$ cat src/rps_pkg.sv
// Package for the register page stack: offsets, reset values, lookup and bus types.
// Assumes an 8-bit special-function register access path from the processor core.
package rps_pkg;

  localparam int unsigned PAGE_W = 8;

  // Register offsets in the special-function register space.
  localparam logic [7:0] OFS_CONTROL = 8'h84;
  localparam logic [7:0] OFS_SECOND  = 8'h85;
  localparam logic [7:0] OFS_ACTIVE  = 8'ha7;
  localparam logic [7:0] OFS_THIRD   = 8'ha6;

  // Field positions and reset values.
  localparam int unsigned CTL_EN_BIT    = 0;
  localparam logic [7:0]  RST_ACTIVE    = 8'h00;
  localparam logic [7:0]  RST_SECOND    = 8'h00;
  localparam logic [7:0]  RST_THIRD     = 8'h00;
  localparam logic        RST_AUTO_EN   = 1'b1;

  // Interrupt source index width and the default page loaded on entry.
  localparam int unsigned SRC_W        = 5;
  localparam logic [7:0]  PAGE_DEFAULT = 8'h00;
  localparam logic [7:0]  PAGE_ALT_A   = 8'h0c;
  localparam logic [7:0]  PAGE_ALT_B   = 8'h10;

  // Register access from the core.
  typedef struct packed {
    logic       wr;
    logic       rd;
    logic [7:0] addr;
    logic [7:0] wdata;
  } rps_acc_t;

  // Interrupt sequencer events.
  typedef struct packed {
    logic             vector;
    logic [SRC_W-1:0] src;
    logic             ret;
  } rps_irq_t;

endpackage

$ cat src/rps_page_stack.sv
// Three-entry page stack selecting the active special-function register page.
// Assumes the core presents register accesses and interrupt vector/return events as
// one-cycle strobes on i_core_clk.
`timescale 1ns/1ps

// Contract
// - Active page selects every register access page
// - Write to active page replaces it immediately
// - Reading active page returns page in use
// - Auto paging loads interrupting peripheral page
// - Interrupt return pops previous page back
// - Return restores whatever stack currently holds
// - Register access never pushes or pops
// - Return copies second entry into active
// - Writing second entry sets that entry
// - Reading second entry returns its value
// - Stack is exactly three bytes deep
// - Entry writes change only that entry
// - Entry pushes active to second, second to third
// - Return moves third into second simultaneously
// - Control bit 0 enables paging, resets one
module rps_page_stack #(
  parameter int unsigned DEPTH = 3                         // Stack entries.
) (
  input  wire logic               i_core_clk,              // Core clock.
  input  wire logic               i_rst_n,                 // Synchronous reset, active low.
  input  wire rps_pkg::rps_acc_t  i_acc,                   // Register access strobe and data.
  input  wire rps_pkg::rps_irq_t  i_irq,                   // Interrupt vector and return events.
  output logic [7:0]              o_rdata,                 // Read data for the addressed register.
  output logic                    o_hit,                   // Address is one of this block's registers.
  output logic [7:0]              o_page                   // Page used for every register access.
);

  // Entry 0 is the active page; higher entries hold the pages of interrupted contexts.
  logic [7:0] stack [DEPTH];
  logic [7:0] next_stack [DEPTH];
  logic [7:0] push_stack [DEPTH];
  logic [7:0] pop_stack [DEPTH];
  logic [7:0] event_stack [DEPTH];
  logic [7:0] rst_stack [DEPTH];
  logic       auto_en;
  logic       next_auto_en;

  // Address decode of the four registers held here.
  wire sel_ctl    = (i_acc.addr == rps_pkg::OFS_CONTROL);
  wire sel_active = (i_acc.addr == rps_pkg::OFS_ACTIVE);
  wire sel_second = (i_acc.addr == rps_pkg::OFS_SECOND);
  wire sel_third  = (i_acc.addr == rps_pkg::OFS_THIRD);
  wire sel_any    = sel_ctl || sel_active || sel_second || sel_third;

  // Write strobes; a read has no side effect, so the read qualifier is not decoded.
  wire wr_ctl     = i_acc.wr && sel_ctl;
  wire wr_active  = i_acc.wr && sel_active;
  wire wr_second  = i_acc.wr && sel_second;
  wire wr_third   = i_acc.wr && sel_third;

  // Vectoring wins over a return in the same cycle; with paging off both are ignored.
  wire do_push    = i_irq.vector && auto_en;
  wire do_pop     = i_irq.ret && !i_irq.vector && auto_en;

  // Source to page table; unlisted sources use the default page.
  function automatic logic [7:0] src_page(input logic [rps_pkg::SRC_W-1:0] src);
    logic [7:0] pg;
    pg = rps_pkg::PAGE_DEFAULT;
    unique case (src)
      5'h0b:   pg = rps_pkg::PAGE_ALT_A;
      5'h0c,
      5'h0d,
      5'h0e,
      5'h10:   pg = rps_pkg::PAGE_ALT_B;
      default: pg = rps_pkg::PAGE_DEFAULT;
    endcase
    return pg;
  endfunction

  wire [7:0] entry_page = src_page(i_irq.src);

  // Push image: every entry moves one place down and the oldest page falls off the bottom.
  always_comb
  begin
    push_stack[0] = entry_page;
    for (int i = 1; i < DEPTH; i++)
    begin
      push_stack[i] = stack[i-1];
    end
  end

  // Pop image: the bottom entry is kept, since nothing lies below it to refill it.
  always_comb
  begin
    for (int i = 0; i < DEPTH - 1; i++)
    begin
      pop_stack[i] = stack[i+1];
    end
    pop_stack[DEPTH-1] = stack[DEPTH-1];
  end

  // Pick the image for this cycle's interrupt event, or hold the stack as it is.
  always_comb
  begin
    for (int i = 0; i < DEPTH; i++)
    begin
      if (do_push)
      begin
        event_stack[i] = push_stack[i];
      end
      else if (do_pop)
      begin
        event_stack[i] = pop_stack[i];
      end
      else
      begin
        event_stack[i] = stack[i];
      end
    end
  end

  // A write in the same cycle as an event lands after the move, so software has the last word on its entry.
  always_comb
  begin
    for (int i = 0; i < DEPTH; i++)
    begin
      next_stack[i] = event_stack[i];
    end
    if (wr_active)
    begin
      next_stack[0] = i_acc.wdata;
    end
    if (wr_second)
    begin
      next_stack[1] = i_acc.wdata;
    end
    if (wr_third)
    begin
      next_stack[2] = i_acc.wdata;
    end
  end

  // Only bit 0 of the control register is stored; the upper bits read as zero.
  always_comb
  begin
    next_auto_en = auto_en;
    if (wr_ctl)
    begin
      next_auto_en = i_acc.wdata[rps_pkg::CTL_EN_BIT];
    end
  end

  // Reset image of the stack; any deeper entries share the third entry's reset value.
  always_comb
  begin
    for (int i = 0; i < DEPTH; i++)
    begin
      rst_stack[i] = rps_pkg::RST_THIRD;
    end
    rst_stack[0] = rps_pkg::RST_ACTIVE;
    rst_stack[1] = rps_pkg::RST_SECOND;
  end

  always_ff @(posedge i_core_clk)
  begin
    if (!i_rst_n)
    begin
      for (int i = 0; i < DEPTH; i++)
      begin
        stack[i] <= rst_stack[i];
      end
    end
    else
    begin
      for (int i = 0; i < DEPTH; i++)
      begin
        stack[i] <= next_stack[i];
      end
    end
  end

  always_ff @(posedge i_core_clk)
  begin
    if (!i_rst_n)
    begin
      auto_en <= rps_pkg::RST_AUTO_EN;
    end
    else
    begin
      auto_en <= next_auto_en;
    end
  end

  // The active page leaves straight from its flip-flops, so the page never glitches during an access.
  assign o_page = stack[0];

  // Read path: one named word per register, masked by its select and merged.
  // The selects are mutually exclusive, so the merge needs no priority.
  wire [7:0] rd_ctl      = {7'h00, auto_en};
  wire [7:0] rd_active   = stack[0];
  wire [7:0] rd_second   = stack[1];
  wire [7:0] rd_third    = stack[2];
  wire [7:0] rd_ctl_m    = {8{sel_ctl}} & rd_ctl;
  wire [7:0] rd_active_m = {8{sel_active}} & rd_active;
  wire [7:0] rd_second_m = {8{sel_second}} & rd_second;
  wire [7:0] rd_third_m  = {8{sel_third}} & rd_third;
  wire [7:0] rd_mux      = rd_ctl_m | rd_active_m | rd_second_m | rd_third_m;

  // Addresses outside this block read as zero and do not claim the access.
  assign o_hit   = sel_any;
  assign o_rdata = rd_mux;

endmodule

$ cat config.mk
export PLATFORM = sky130hd
export DESIGN_NAME = rps_page_stack
export DESIGN_NICKNAME = d
export VERILOG_FILES = /design/src/rps_pkg.sv /design/src/rps_page_stack.sv
export SDC_FILE = /design/constraint.sdc
export NUM_CORES = 1
export LEC_CHECK = 0
export BUFFER_PORTS_ARGS = -buffer_cell sky130_fd_sc_hd__buf_2
export CAP_MARGIN = 30
export CORE_UTILIZATION = 24
export CTS_CLUSTER_DIAMETER = 150
export DETAILED_ROUTE_END_ITERATION = 6
export SLEW_MARGIN = 5
export SYNTH_ARGS = -nofsm -noshare
export SYNTH_HDL_FRONTEND = slang
export SYNTH_SLANG_ARGS = --single-unit
$ cat constraint.sdc
create_clock -name i_core_clk -period 2.8 [get_ports i_core_clk]
set_input_delay 0.56 -clock i_core_clk [delete_from_list [all_inputs] [get_ports i_core_clk]]
set_output_delay 0.56 -clock i_core_clk [all_outputs]
set_load 0.02 [all_outputs]
After elaboration in Yosys (flattened, before gate mapping)

Memories as Yosys holds them, arrays and structs flattened.
Index checks and enable logic that the tools add are counted.

Bits in registers: 1
Memory bits (writable): 24
Input port bits: 27
Output and inout port bits: 17
Logic and storage cells: 47
Memories kept: 1

Equality and inequality tests: 9
Multiplexer cells: 14
Bitwise operators: 10
Reduce and logical (&&, ||, !) cells: 12

Memory list:

| name  | depth | bits a word | rd ports | clocked after memory_dff | write ports | line                 | RTL |
|---|---|---|---|---|---|---|---|
| stack | 3     | 8           | 3        | 0                        | 3           | rps_page_stack.sv:35 | `logic [7:0] stack [DEPTH];` |

Operator list:

| kind                                                             | count |
|---|---|
| 8-bit 2-to-1 mux                                                 | 11 |
| 8-bit == test (second input constant)                            | 4 |
| 8-bit AND                                                        | 3 |
| 8-bit bitwise OR                                                 | 3 |
| 5-bit by 4-bit == test with 1-bit output (second input constant) | 4 |
| 5-bit case mux with 2 select lines                               | 1 |
| 8-bit by 1-bit AND with 8-bit output                             | 1 |
| 1-bit logical AND                                                | 7 |
| 5-bit == test (second input constant)                            | 1 |
| 4-bit OR reduction                                               | 1 |
| 1-bit logical OR                                                 | 3 |
| 1-bit bitwise OR                                                 | 3 |
| 1-bit 2-to-1 mux                                                 | 2 |
| 1-bit logical NOT                                                | 1 |

Logic depth before layout (Yosys ltp)

Gate-level depths: netlist (run 1).

Depth in word-level cells: 7
Gate-level depth with buffers: 6
Mapped depth without buffers: 4

Worst setup path after synthesis (run 1)

Ideal clock, no wire load.

Path kind: input-to-output
Start point: in i_acc[14] (netlist name)
End point: out o_rdata[1]
Arrival time: 1.730 ns
Required time: 2.240 ns
Slack: 0.510 ns
Stages: 5
Path buffers: 1
Path through: and4bb_4 > nand2b_4 > or2_1 > buf_6 > o2bb2ai_1

Longest elaborated chain between the ends: 5
Elaborated cells on any way between the ends: 11
Those cells by class: eq/ne (4); bitwise (7)

Ends and longest elaborated chain:

| item                                                                     | line                                         | RTL |
|---|---|---|
| from (decl)                                                              | rps_page_stack.sv:27                         | `input wire rps_pkg::rps_acc_t i_acc,` |
| 8-bit == test (on tied branches)                                         | rps_page_stack.sv:45, rps_page_stack.sv:46   |  |
| 8-bit by 1-bit AND with 8-bit output / 8-bit AND (equally long branches) | rps_page_stack.sv:199, rps_page_stack.sv:200 |  |
| 8-bit bitwise OR (2 in a row)                                            | rps_page_stack.sv:203                        | `wire [7:0] rd_mux = rd_ctl_m \| rd_active_m \| rd_second_m \| rd_third_m;` |
| 8-bit bitwise OR (*)                                                     | rps_page_stack.sv:203                        |  |
| to (decl)                                                                | rps_page_stack.sv:29                         | `output logic [7:0] o_rdata,` |

Every way passes the cells marked *; elsewhere a longest branch is shown, timed or not.

Worst setup path after layout (run 1)

Start point: in i_acc[14] (netlist name)
End point: out o_rdata[2]

Same word-level chain as after synthesis.

==> flow_summary.ini, run 1 <==
[clocking]
cts_sinks = 25
worstSkewPairLatency_ns = 0.27
clk_path_buf_depth = 2
postCtsResizedCells = 0
holdBufCountCts = 0
post_cts.repair.setup_buffers = 0
cts_made_buffers = 3
root_buffer = clkbuf_8
htree_levels = 1
cts_tree = built
clk_pin_slew_worst_paths_ns = 0.09

[global_route]
grt_pass1_vias = 1443
grt_first_pass_wirelength_um = 7090
grt_max_degree = 24
gr-total-overflow = 0
grtUsageTotal_pct = 12.4
antenna_found_initial = 0

[routing]
wl_um = 4440
via_count = 1476
ant_nets = 0
drtIter0Drc = 86
drtPass1Iterations = 5
remaining_drc_errors = 0
wl_per_cell_um = 15.3
vias_per_cell = 5.09

[floorplan]
ioPinCount = 44
core-area_um2 = 6490
fp.dieW_um = 85.1
die_area_um2 = 7240
initial_core_util_pct = 25.5
die_h_um = 85.1
rows = 29

[setup_path]
crit_required_ns = 2.24
cp-end-kind = output port
critPathMaxStageDelay_ns = 0.40
crit_arrival_ns = 1.97
critPathBufInv = 2
rr_worst_depth = 5
path_common_cell = buf_2
rr_endpoint = stack[0][2]
crit_chain = buf_2 > and4bb_4 > nand2b_4 > or2_1 > o2bb2ai_1 > buf_2
critPathLaunchType = primary input
crit_path_max_fanout = 8
critPathSlowestCell = and4bb_4
r2r_start = auto_en
critical_path_class = primary input to output port
critPathTopFamily = simple AND/OR/NAND/NOR gates
r2r_slack_ns = 1.10
cp_num_cells = 6

[hold_path]
worstHoldEndpoint = auto_en
hold_depth = 2
hp-start = i_rst_n
hp-class = primary input to flip-flop

[sta]
slew_headroom_pct = 46.8
hold_viol_final = 0
finalClockSkew_ns = 0.00397
period_share_pct = 90.4
slew_viol_final = 0
setup_viol = 0
period_needed_ns = 2.53
worstMarginPinSlew_ns = 0.798
max_freq_mhz = 395
hold_ws_ns = 0.485
rsz0062_at_grt = no
fin_tns_setup_ns = 0

[synthesis]
postSynthCellCount = 176
synth_area_leaders = dfxtp_1 (30%), a211oi_2 (12%), mux2i_1 (11%)
synth_top_area_share_pct = 30.2
synthFlopType = dfxtp_1
synth_nets = 203
yosysUniqueCellTypes = 40
synth_seq_cells = 25
synth_async_sr_flop_share_pct = 0
ys_seq_area_share_pct = 30.2
synth_top_area_cell = dfxtp_1
syn_area_um2 = 1660
synth-warning-count = 0
synth-edff-count = 0
syn_area_per_cell_um2 = 9.42

[cells_and_area]
nets = 241
layout.cells.most_common = buf_2
fill_cells = 705
multi_input_area_um2 = 1060
drive_above_1_share_pct = 35.2
instances_no_fill = 290
final_area_um2 = 1960
regArea_um2 = 500
final_cell_mix = buf_2 (42), dfxtp_1 (25), nor2_1 (23), mux2i_1 (18), a211oi_2 (16)
synthToLayoutAreaGrowth_pct = 18.0
antennaDiodeCount = 0

[run]
cap_violations = 0

[power]
power_density_nw_per_um2 = 346
p_leak_nw = 0.845
power_uw = 678
peakVddDrop_uv = 213

[placement]
place.gp.congestion = 0.710
place_area_um2 = 1910
portBuffers = 42
hpwlAfterDp_um = 3110
dp_cells = 286

[run_status]
status = finished clean
## cells in the mapped netlist, types with 2 or more instances
cell type,count
nand4b_2,2
buf_6,4
nand3_1,5
nor2b_1,2
or2_1,3
clkbuf_1,4
inv_1,3
a211oi_2,16
buf_2,6
a21oi_1,5
a311oi_1,5
nor2_1,23
nand2_1,8
o2bb2ai_1,7
a22o_1,8
a22oi_1,8
o221ai_1,2
a21o_1,2
dfxtp_1,25
mux2i_1,18
## sequential cells by signal, indices dropped and copies added (netlist names)
name	count
auto_en	1
stack	24
## worst max path at each step
stage	start	endpoint
after floorplan	i_acc[14]	o_rdata[1]
after global placement	i_acc[14]	o_rdata[2]
after detailed placement	i_acc[14]	o_rdata[2]
after CTS	i_acc[14]	o_rdata[2]
after global routing	i_acc[14]	o_rdata[2]
final	i_acc[14]	o_rdata[2]
## per-layer routing
layer | vias up | track usage [%] | wire length (um)
met5 | - | 0 | 0
met2 | 38 | 21.4 | 2080
met1 | 679 | 15.5 | 2050
met4 | 0 | 3.70 | 48
li1 | 755 | - | -
met3 | 4 | 2.53 | 255
## kinds of logic (layout without fill, tap and decap cells)
family                 after synthesis  after routing  share of synthesized area (%)
AO/OA/AOI/OAI                       59             59                           32.5
AND/OR/NAND/NOR                     57             57                           20.4
flip-flops                          25             25                           30.2
multiplexers                        18             18                           10.9
buffers and inverters               17             54                           6.11
## per-stage QoR
stage               worst slack [ns]  utilization, %
detailed placement             0.275            29.4
global route                   0.209            30.1
finish                         0.269            30.1
floorplan                      0.510               -
global placement               0.296            29.4
CTS                            0.270            30.1
## report_power, final
| part | internal [mW] | leakage (nW) | switching (mW) | total, mW |
|---|---|---|---|---|
| registers | 0.360 | 0.202 | 0.00423 | 0.364 |
| clock network | 0.102 | 0.0228 | 0.115 | 0.217 |
| logic | 0.0394 | 0.620 | 0.0572 | 0.0966 |
| total | 0.501 | 0.845 | 0.177 | 0.678 |
## final cells by class
type	count	area share, %
multi-input cells	134	54.0
clock buffers	4	2.30
inverters	3	0.575
well taps	77	4.92
flip-flops and latches	25	25.6
repair buffers	47	12.7
(Power assumes the default switching activity.)
==> inputs of run 2 (changes only) <==
--- a/config.mk
+++ b/config.mk
@@ -7,10 +7,10 @@
 export LEC_CHECK = 0
 export BUFFER_PORTS_ARGS = -buffer_cell sky130_fd_sc_hd__buf_2
 export CAP_MARGIN = 30
+export CORE_ASPECT_RATIO = 0.6
 export CORE_UTILIZATION = 24
 export CTS_CLUSTER_DIAMETER = 150
 export DETAILED_ROUTE_END_ITERATION = 6
-export SLEW_MARGIN = 5
 export SYNTH_ARGS = -nofsm -noshare
 export SYNTH_HDL_FRONTEND = slang
 export SYNTH_SLANG_ARGS = --single-unit
==> run 2 against run 1 <==
  * Power up 15%
  * Utilization down 0.22 points
  * Combinational power up 1%
  * Clock power up 46%
  * Fmax up 2.9%
  * Critical path type unchanged
==> flow_summary.ini, run 2 (synthesis results as in run 1) <==
[run_status]
status = finished clean

[setup_path]
critPathMaxStageDelay_ns = 0.40
critPathTopFamily = simple AND/OR/NAND/NOR gates
critical_path_class = primary input to output port
critPathSlowestCell = and4bb_4
cp-end-kind = output port
crit_arrival_ns = 1.90
crit_path_max_fanout = 8
crit_chain = buf_2 > and4bb_4 > nand2b_4 > or2_1 > o32ai_1 > buf_2
r2r_slack_ns = 0.97
critPathLaunchType = primary input
crit_required_ns = 2.24
path_common_cell = buf_2
critPathBufInv = 2

[clocking]
htree_levels = 1
post_cts.repair.setup_buffers = 0
clk_path_buf_depth = 2
clk_pin_slew_worst_paths_ns = 0.06
cts_tree = built
cts_made_buffers = 3
root_buffer = clkbuf_16
worstSkewPairLatency_ns = 0.26
cts_sinks = 25
holdBufCountCts = 0
postCtsResizedCells = 0

[placement]
portBuffers = 42
hpwlAfterDp_um = 3210
dp_slack_ns = 0.333
place.gp.congestion = 0.732
dp_cells = 295
place_area_um2 = 1920

[cells_and_area]
nets = 240
antennaDiodeCount = 0
utilization_pct = 29.9
largest_reg_flops = 24
final_cell_mix = buf_2 (42), dfxtp_1 (25), nor2_1 (23), mux2i_1 (18), a211oi_2 (16)
top_register = stack
reg_top3 = stack (24), auto_en (1)
layout.cells.most_common = buf_2
final_area_um2 = 2000
instances_no_fill = 299
fill_cells = 711
synthToLayoutAreaGrowth_pct = 20.5
regArea_um2 = 500
drive_above_1_share_pct = 35.4
multi_input_area_um2 = 1060

[floorplan]
die_h_um = 66.4
fp.dieW_um = 109
core-area_um2 = 6680
rows = 23
ioPinCount = 44
initial_core_util_pct = 24.8
die_area_um2 = 7260

[power]
peakVddDrop_uv = 265
power_uw = 778
power_density_nw_per_um2 = 390
p_leak_nw = 0.860

[routing]
ant_nets = 0
remaining_drc_errors = 0
drtIter0Drc = 58
wl_per_cell_um = 15.1
vias_per_cell = 5.12
drtPass1Iterations = 4
wl_um = 4500
via_count = 1532

[sta]
hold_ws_ns = 0.495
slew_viol_final = 0
fin_ws_ns = 0.341
setup_viol = 0
period_needed_ns = 2.46
fin_tns_setup_ns = 0
slew_headroom_pct = 49.7
worstMarginPinSlew_ns = 0.754
rsz0062_at_grt = no
finalClockSkew_ns = 0.00487
hold_viol_final = 0
max_freq_mhz = 407
period_share_pct = 87.8

[run]
cap_violations = 0

[global_route]
gr-total-overflow = 0
grt_first_pass_wirelength_um = 6990
grtUsageTotal_pct = 12.7
antenna_found_initial = 0
grt_pass1_vias = 1368
grt_max_degree = 18

[hold_path]
hp-class = primary input to flip-flop
## run 2: cell types whose count changed in the layout (fill, tap and decap cells not counted), sizes merged
cell	change
clkinv	+1
clkbuf	-1
buf	-1
## run 2: routing by layer
metal	up-vias	routed length, um	global-route usage [%]
met5	-	0	0
li1	754	-	-
met4	0	16	1.50
met2	33	1950	19.9
met1	743	2270	17.4
met3	2	274	4.04
## run 2: cell type report
cell class / instances / share of cell area [%]
Tap cell: 87 / 5.45
Timing Repair Buffer: 46 / 12.0
Multi-Input combinational cell: 134 / 52.9
Inverter: 3 / 0.564
Sequential cell: 25 / 25.1
Clock buffer: 3 / 3.76
Clock inverter: 1 / 0.251
## run 2: power by group
group	internal [mW]	total (mW)	leakage [nW]	switching, mW
clock	0.192	0.316	0.0409	0.123
combinational	0.0394	0.0977	0.617	0.0583
sequential	0.360	0.365	0.202	0.00455
## run 2: worst paths after layout
check	startpoint	end	cells past startpoint
worst max register to register	auto_en	stack[0][2]	4
worst max-delay path	i_acc[14]	o_rdata[0]	6
worst min register to register	stack[0][0]	stack[0][0]	2
worst min-delay path	i_rst_n	auto_en	2
==> inputs of run 3 (changes only) <==
--- a/config.mk
+++ b/config.mk
@@ -11,6 +11,7 @@
 export CORE_UTILIZATION = 24
 export CTS_CLUSTER_DIAMETER = 150
 export DETAILED_ROUTE_END_ITERATION = 6
+export MAX_ROUTING_LAYER = met4
 export SYNTH_ARGS = -nofsm -noshare
 export SYNTH_HDL_FRONTEND = slang
 export SYNTH_SLANG_ARGS = --single-unit
==> run 3 against run 2 <==
  * Sequential share of layout area is the same
  * Utilization is the same
  * Non-clock buffer count unchanged
  * Hold slack improved by 0.0020 ns
  * Critical path depth stayed put
  * Flip-flop and latch count stayed put
  * Via count down 0.33%
  * Cell area unchanged
  * Clock skew about the same
  * Power about the same
  * Global-route usage up 0.35 points
  * Routed wire length fell by 0.20%
  * Critical path type unchanged
  * Critical endpoint unchanged
==> flow_summary.ini, run 3 (synthesis results as in run 1) <==
[run_status]
status = finished clean

[floorplan]
rows = 23
ioPinCount = 44
fp.dieW_um = 109
core-area_um2 = 6680
die_h_um = 66.4
die_area_um2 = 7260
initial_core_util_pct = 24.8

[setup_path]
cp-end-kind = output port
critical_path_class = primary input to output port
r2r_start = auto_en
critPathBufInv = 2
rr_endpoint = stack[0][3]
critPathSlowestCell = and4bb_4
r2r_slack_ns = 0.97
crit_path_max_fanout = 8
critPathLaunchType = primary input
rr_worst_depth = 4
crit_chain = buf_2 > and4bb_4 > nand2b_4 > or2_1 > o32ai_1 > buf_2
crit_arrival_ns = 1.90
path_common_cell = buf_2
critPathMaxStageDelay_ns = 0.40
crit_required_ns = 2.24
critPathTopFamily = simple AND/OR/NAND/NOR gates

[global_route]
antenna_found_initial = 0
grtUsageTotal_pct = 13.1
grt_pass1_vias = 1364
gr-total-overflow = 0
grt_max_degree = 18
grt_first_pass_wirelength_um = 6990

[placement]
place.gp.congestion = 0.740
portBuffers = 42
hpwlAfterDp_um = 3210
place_area_um2 = 1920
dp_cells = 295
dp_slack_ns = 0.333

[sta]
hold_viol_final = 0
fin_ws_ns = 0.338
fin_tns_setup_ns = 0
period_needed_ns = 2.46
rsz0062_at_grt = no
worstMarginPinSlew_ns = 0.732
period_share_pct = 87.9
setup_viol = 0
slew_viol_final = 0
finalClockSkew_ns = 0.00461
max_freq_mhz = 406
slew_headroom_pct = 51.2
hold_ws_ns = 0.497

[power]
power_uw = 778
power_density_nw_per_um2 = 390
p_leak_nw = 0.860
peakVddDrop_uv = 264

[cells_and_area]
layout.cells.most_common = buf_2
top_register = stack
instances_no_fill = 299
drive_above_1_share_pct = 35.4
antennaDiodeCount = 0
utilization_pct = 29.9
multi_input_area_um2 = 1060
final_cell_mix = buf_2 (42), dfxtp_1 (25), nor2_1 (23), mux2i_1 (18), a211oi_2 (16)
final_area_um2 = 2000
fill_cells = 711
largest_reg_flops = 24
regArea_um2 = 500
synthToLayoutAreaGrowth_pct = 20.5
reg_top3 = stack (24), auto_en (1)
nets = 240

[clocking]
holdBufCountCts = 0
postCtsResizedCells = 0
clk_path_buf_depth = 2
cts_made_buffers = 3
cts_tree = built
htree_levels = 1
cts_sinks = 25
worstSkewPairLatency_ns = 0.26
post_cts.repair.setup_buffers = 0
clk_pin_slew_worst_paths_ns = 0.06
root_buffer = clkbuf_16

[hold_path]
hp-start = i_rst_n
hp-class = primary input to flip-flop
hold_depth = 2
worstHoldEndpoint = auto_en

[routing]
drtPass1Iterations = 4
ant_nets = 0
via_count = 1527
wl_per_cell_um = 15.0
drtIter0Drc = 77
vias_per_cell = 5.11
remaining_drc_errors = 0
wl_um = 4500

[run]
cap_violations = 0
==> run 3: cell counts in the layout (fill, tap and decap cells not counted) <==
No cell type changed its count.
==> run 3: cell type report <==
cell class,count,share of cell area (%)
multi-input combinational,134,52.9
sequential,25,25.1
timing repair buffer,46,12.0
tap,87,5.45
clock buffer,3,3.76
inverter,3,0.564
clock inverter,1,0.251
==> run 3: routing by layer <==
| metal | vias to the layer above | global-route usage, % | routed length (um) |
|---|---|---|---|
| met3 | 2 | 3.84 | 283 |
| met2 | 36 | 19.8 | 1940 |
| met4 | 0 | 1.50 | 16 |
| li1 | 754 | - | - |
| met1 | 735 | 17.6 | 2250 |
| met5 | - | - | 0 |
==> run 3: how the worst max path moves through the flow <==
stage | startpoint | to | slack [ns] | cells past startpoint
after floorplan | i_acc[14] | o_rdata[1] | 0.51 | 5
after global placement | i_acc[14] | o_rdata[7] | 0.34 | 6
after detailed placement | i_acc[14] | o_rdata[7] | 0.33 | 6
after CTS | i_acc[14] | o_rdata[0] | 0.33 | 6
after global routing | i_acc[14] | o_rdata[0] | 0.22 | 6
final | i_acc[14] | o_rdata[0] | 0.34 | 6
==> run 3: report_power, final <==
group / internal (mW) / switching (mW)
sequential: 0.360 / 0.00446
clock: 0.192 / 0.123
combinational: 0.0394 / 0.0582
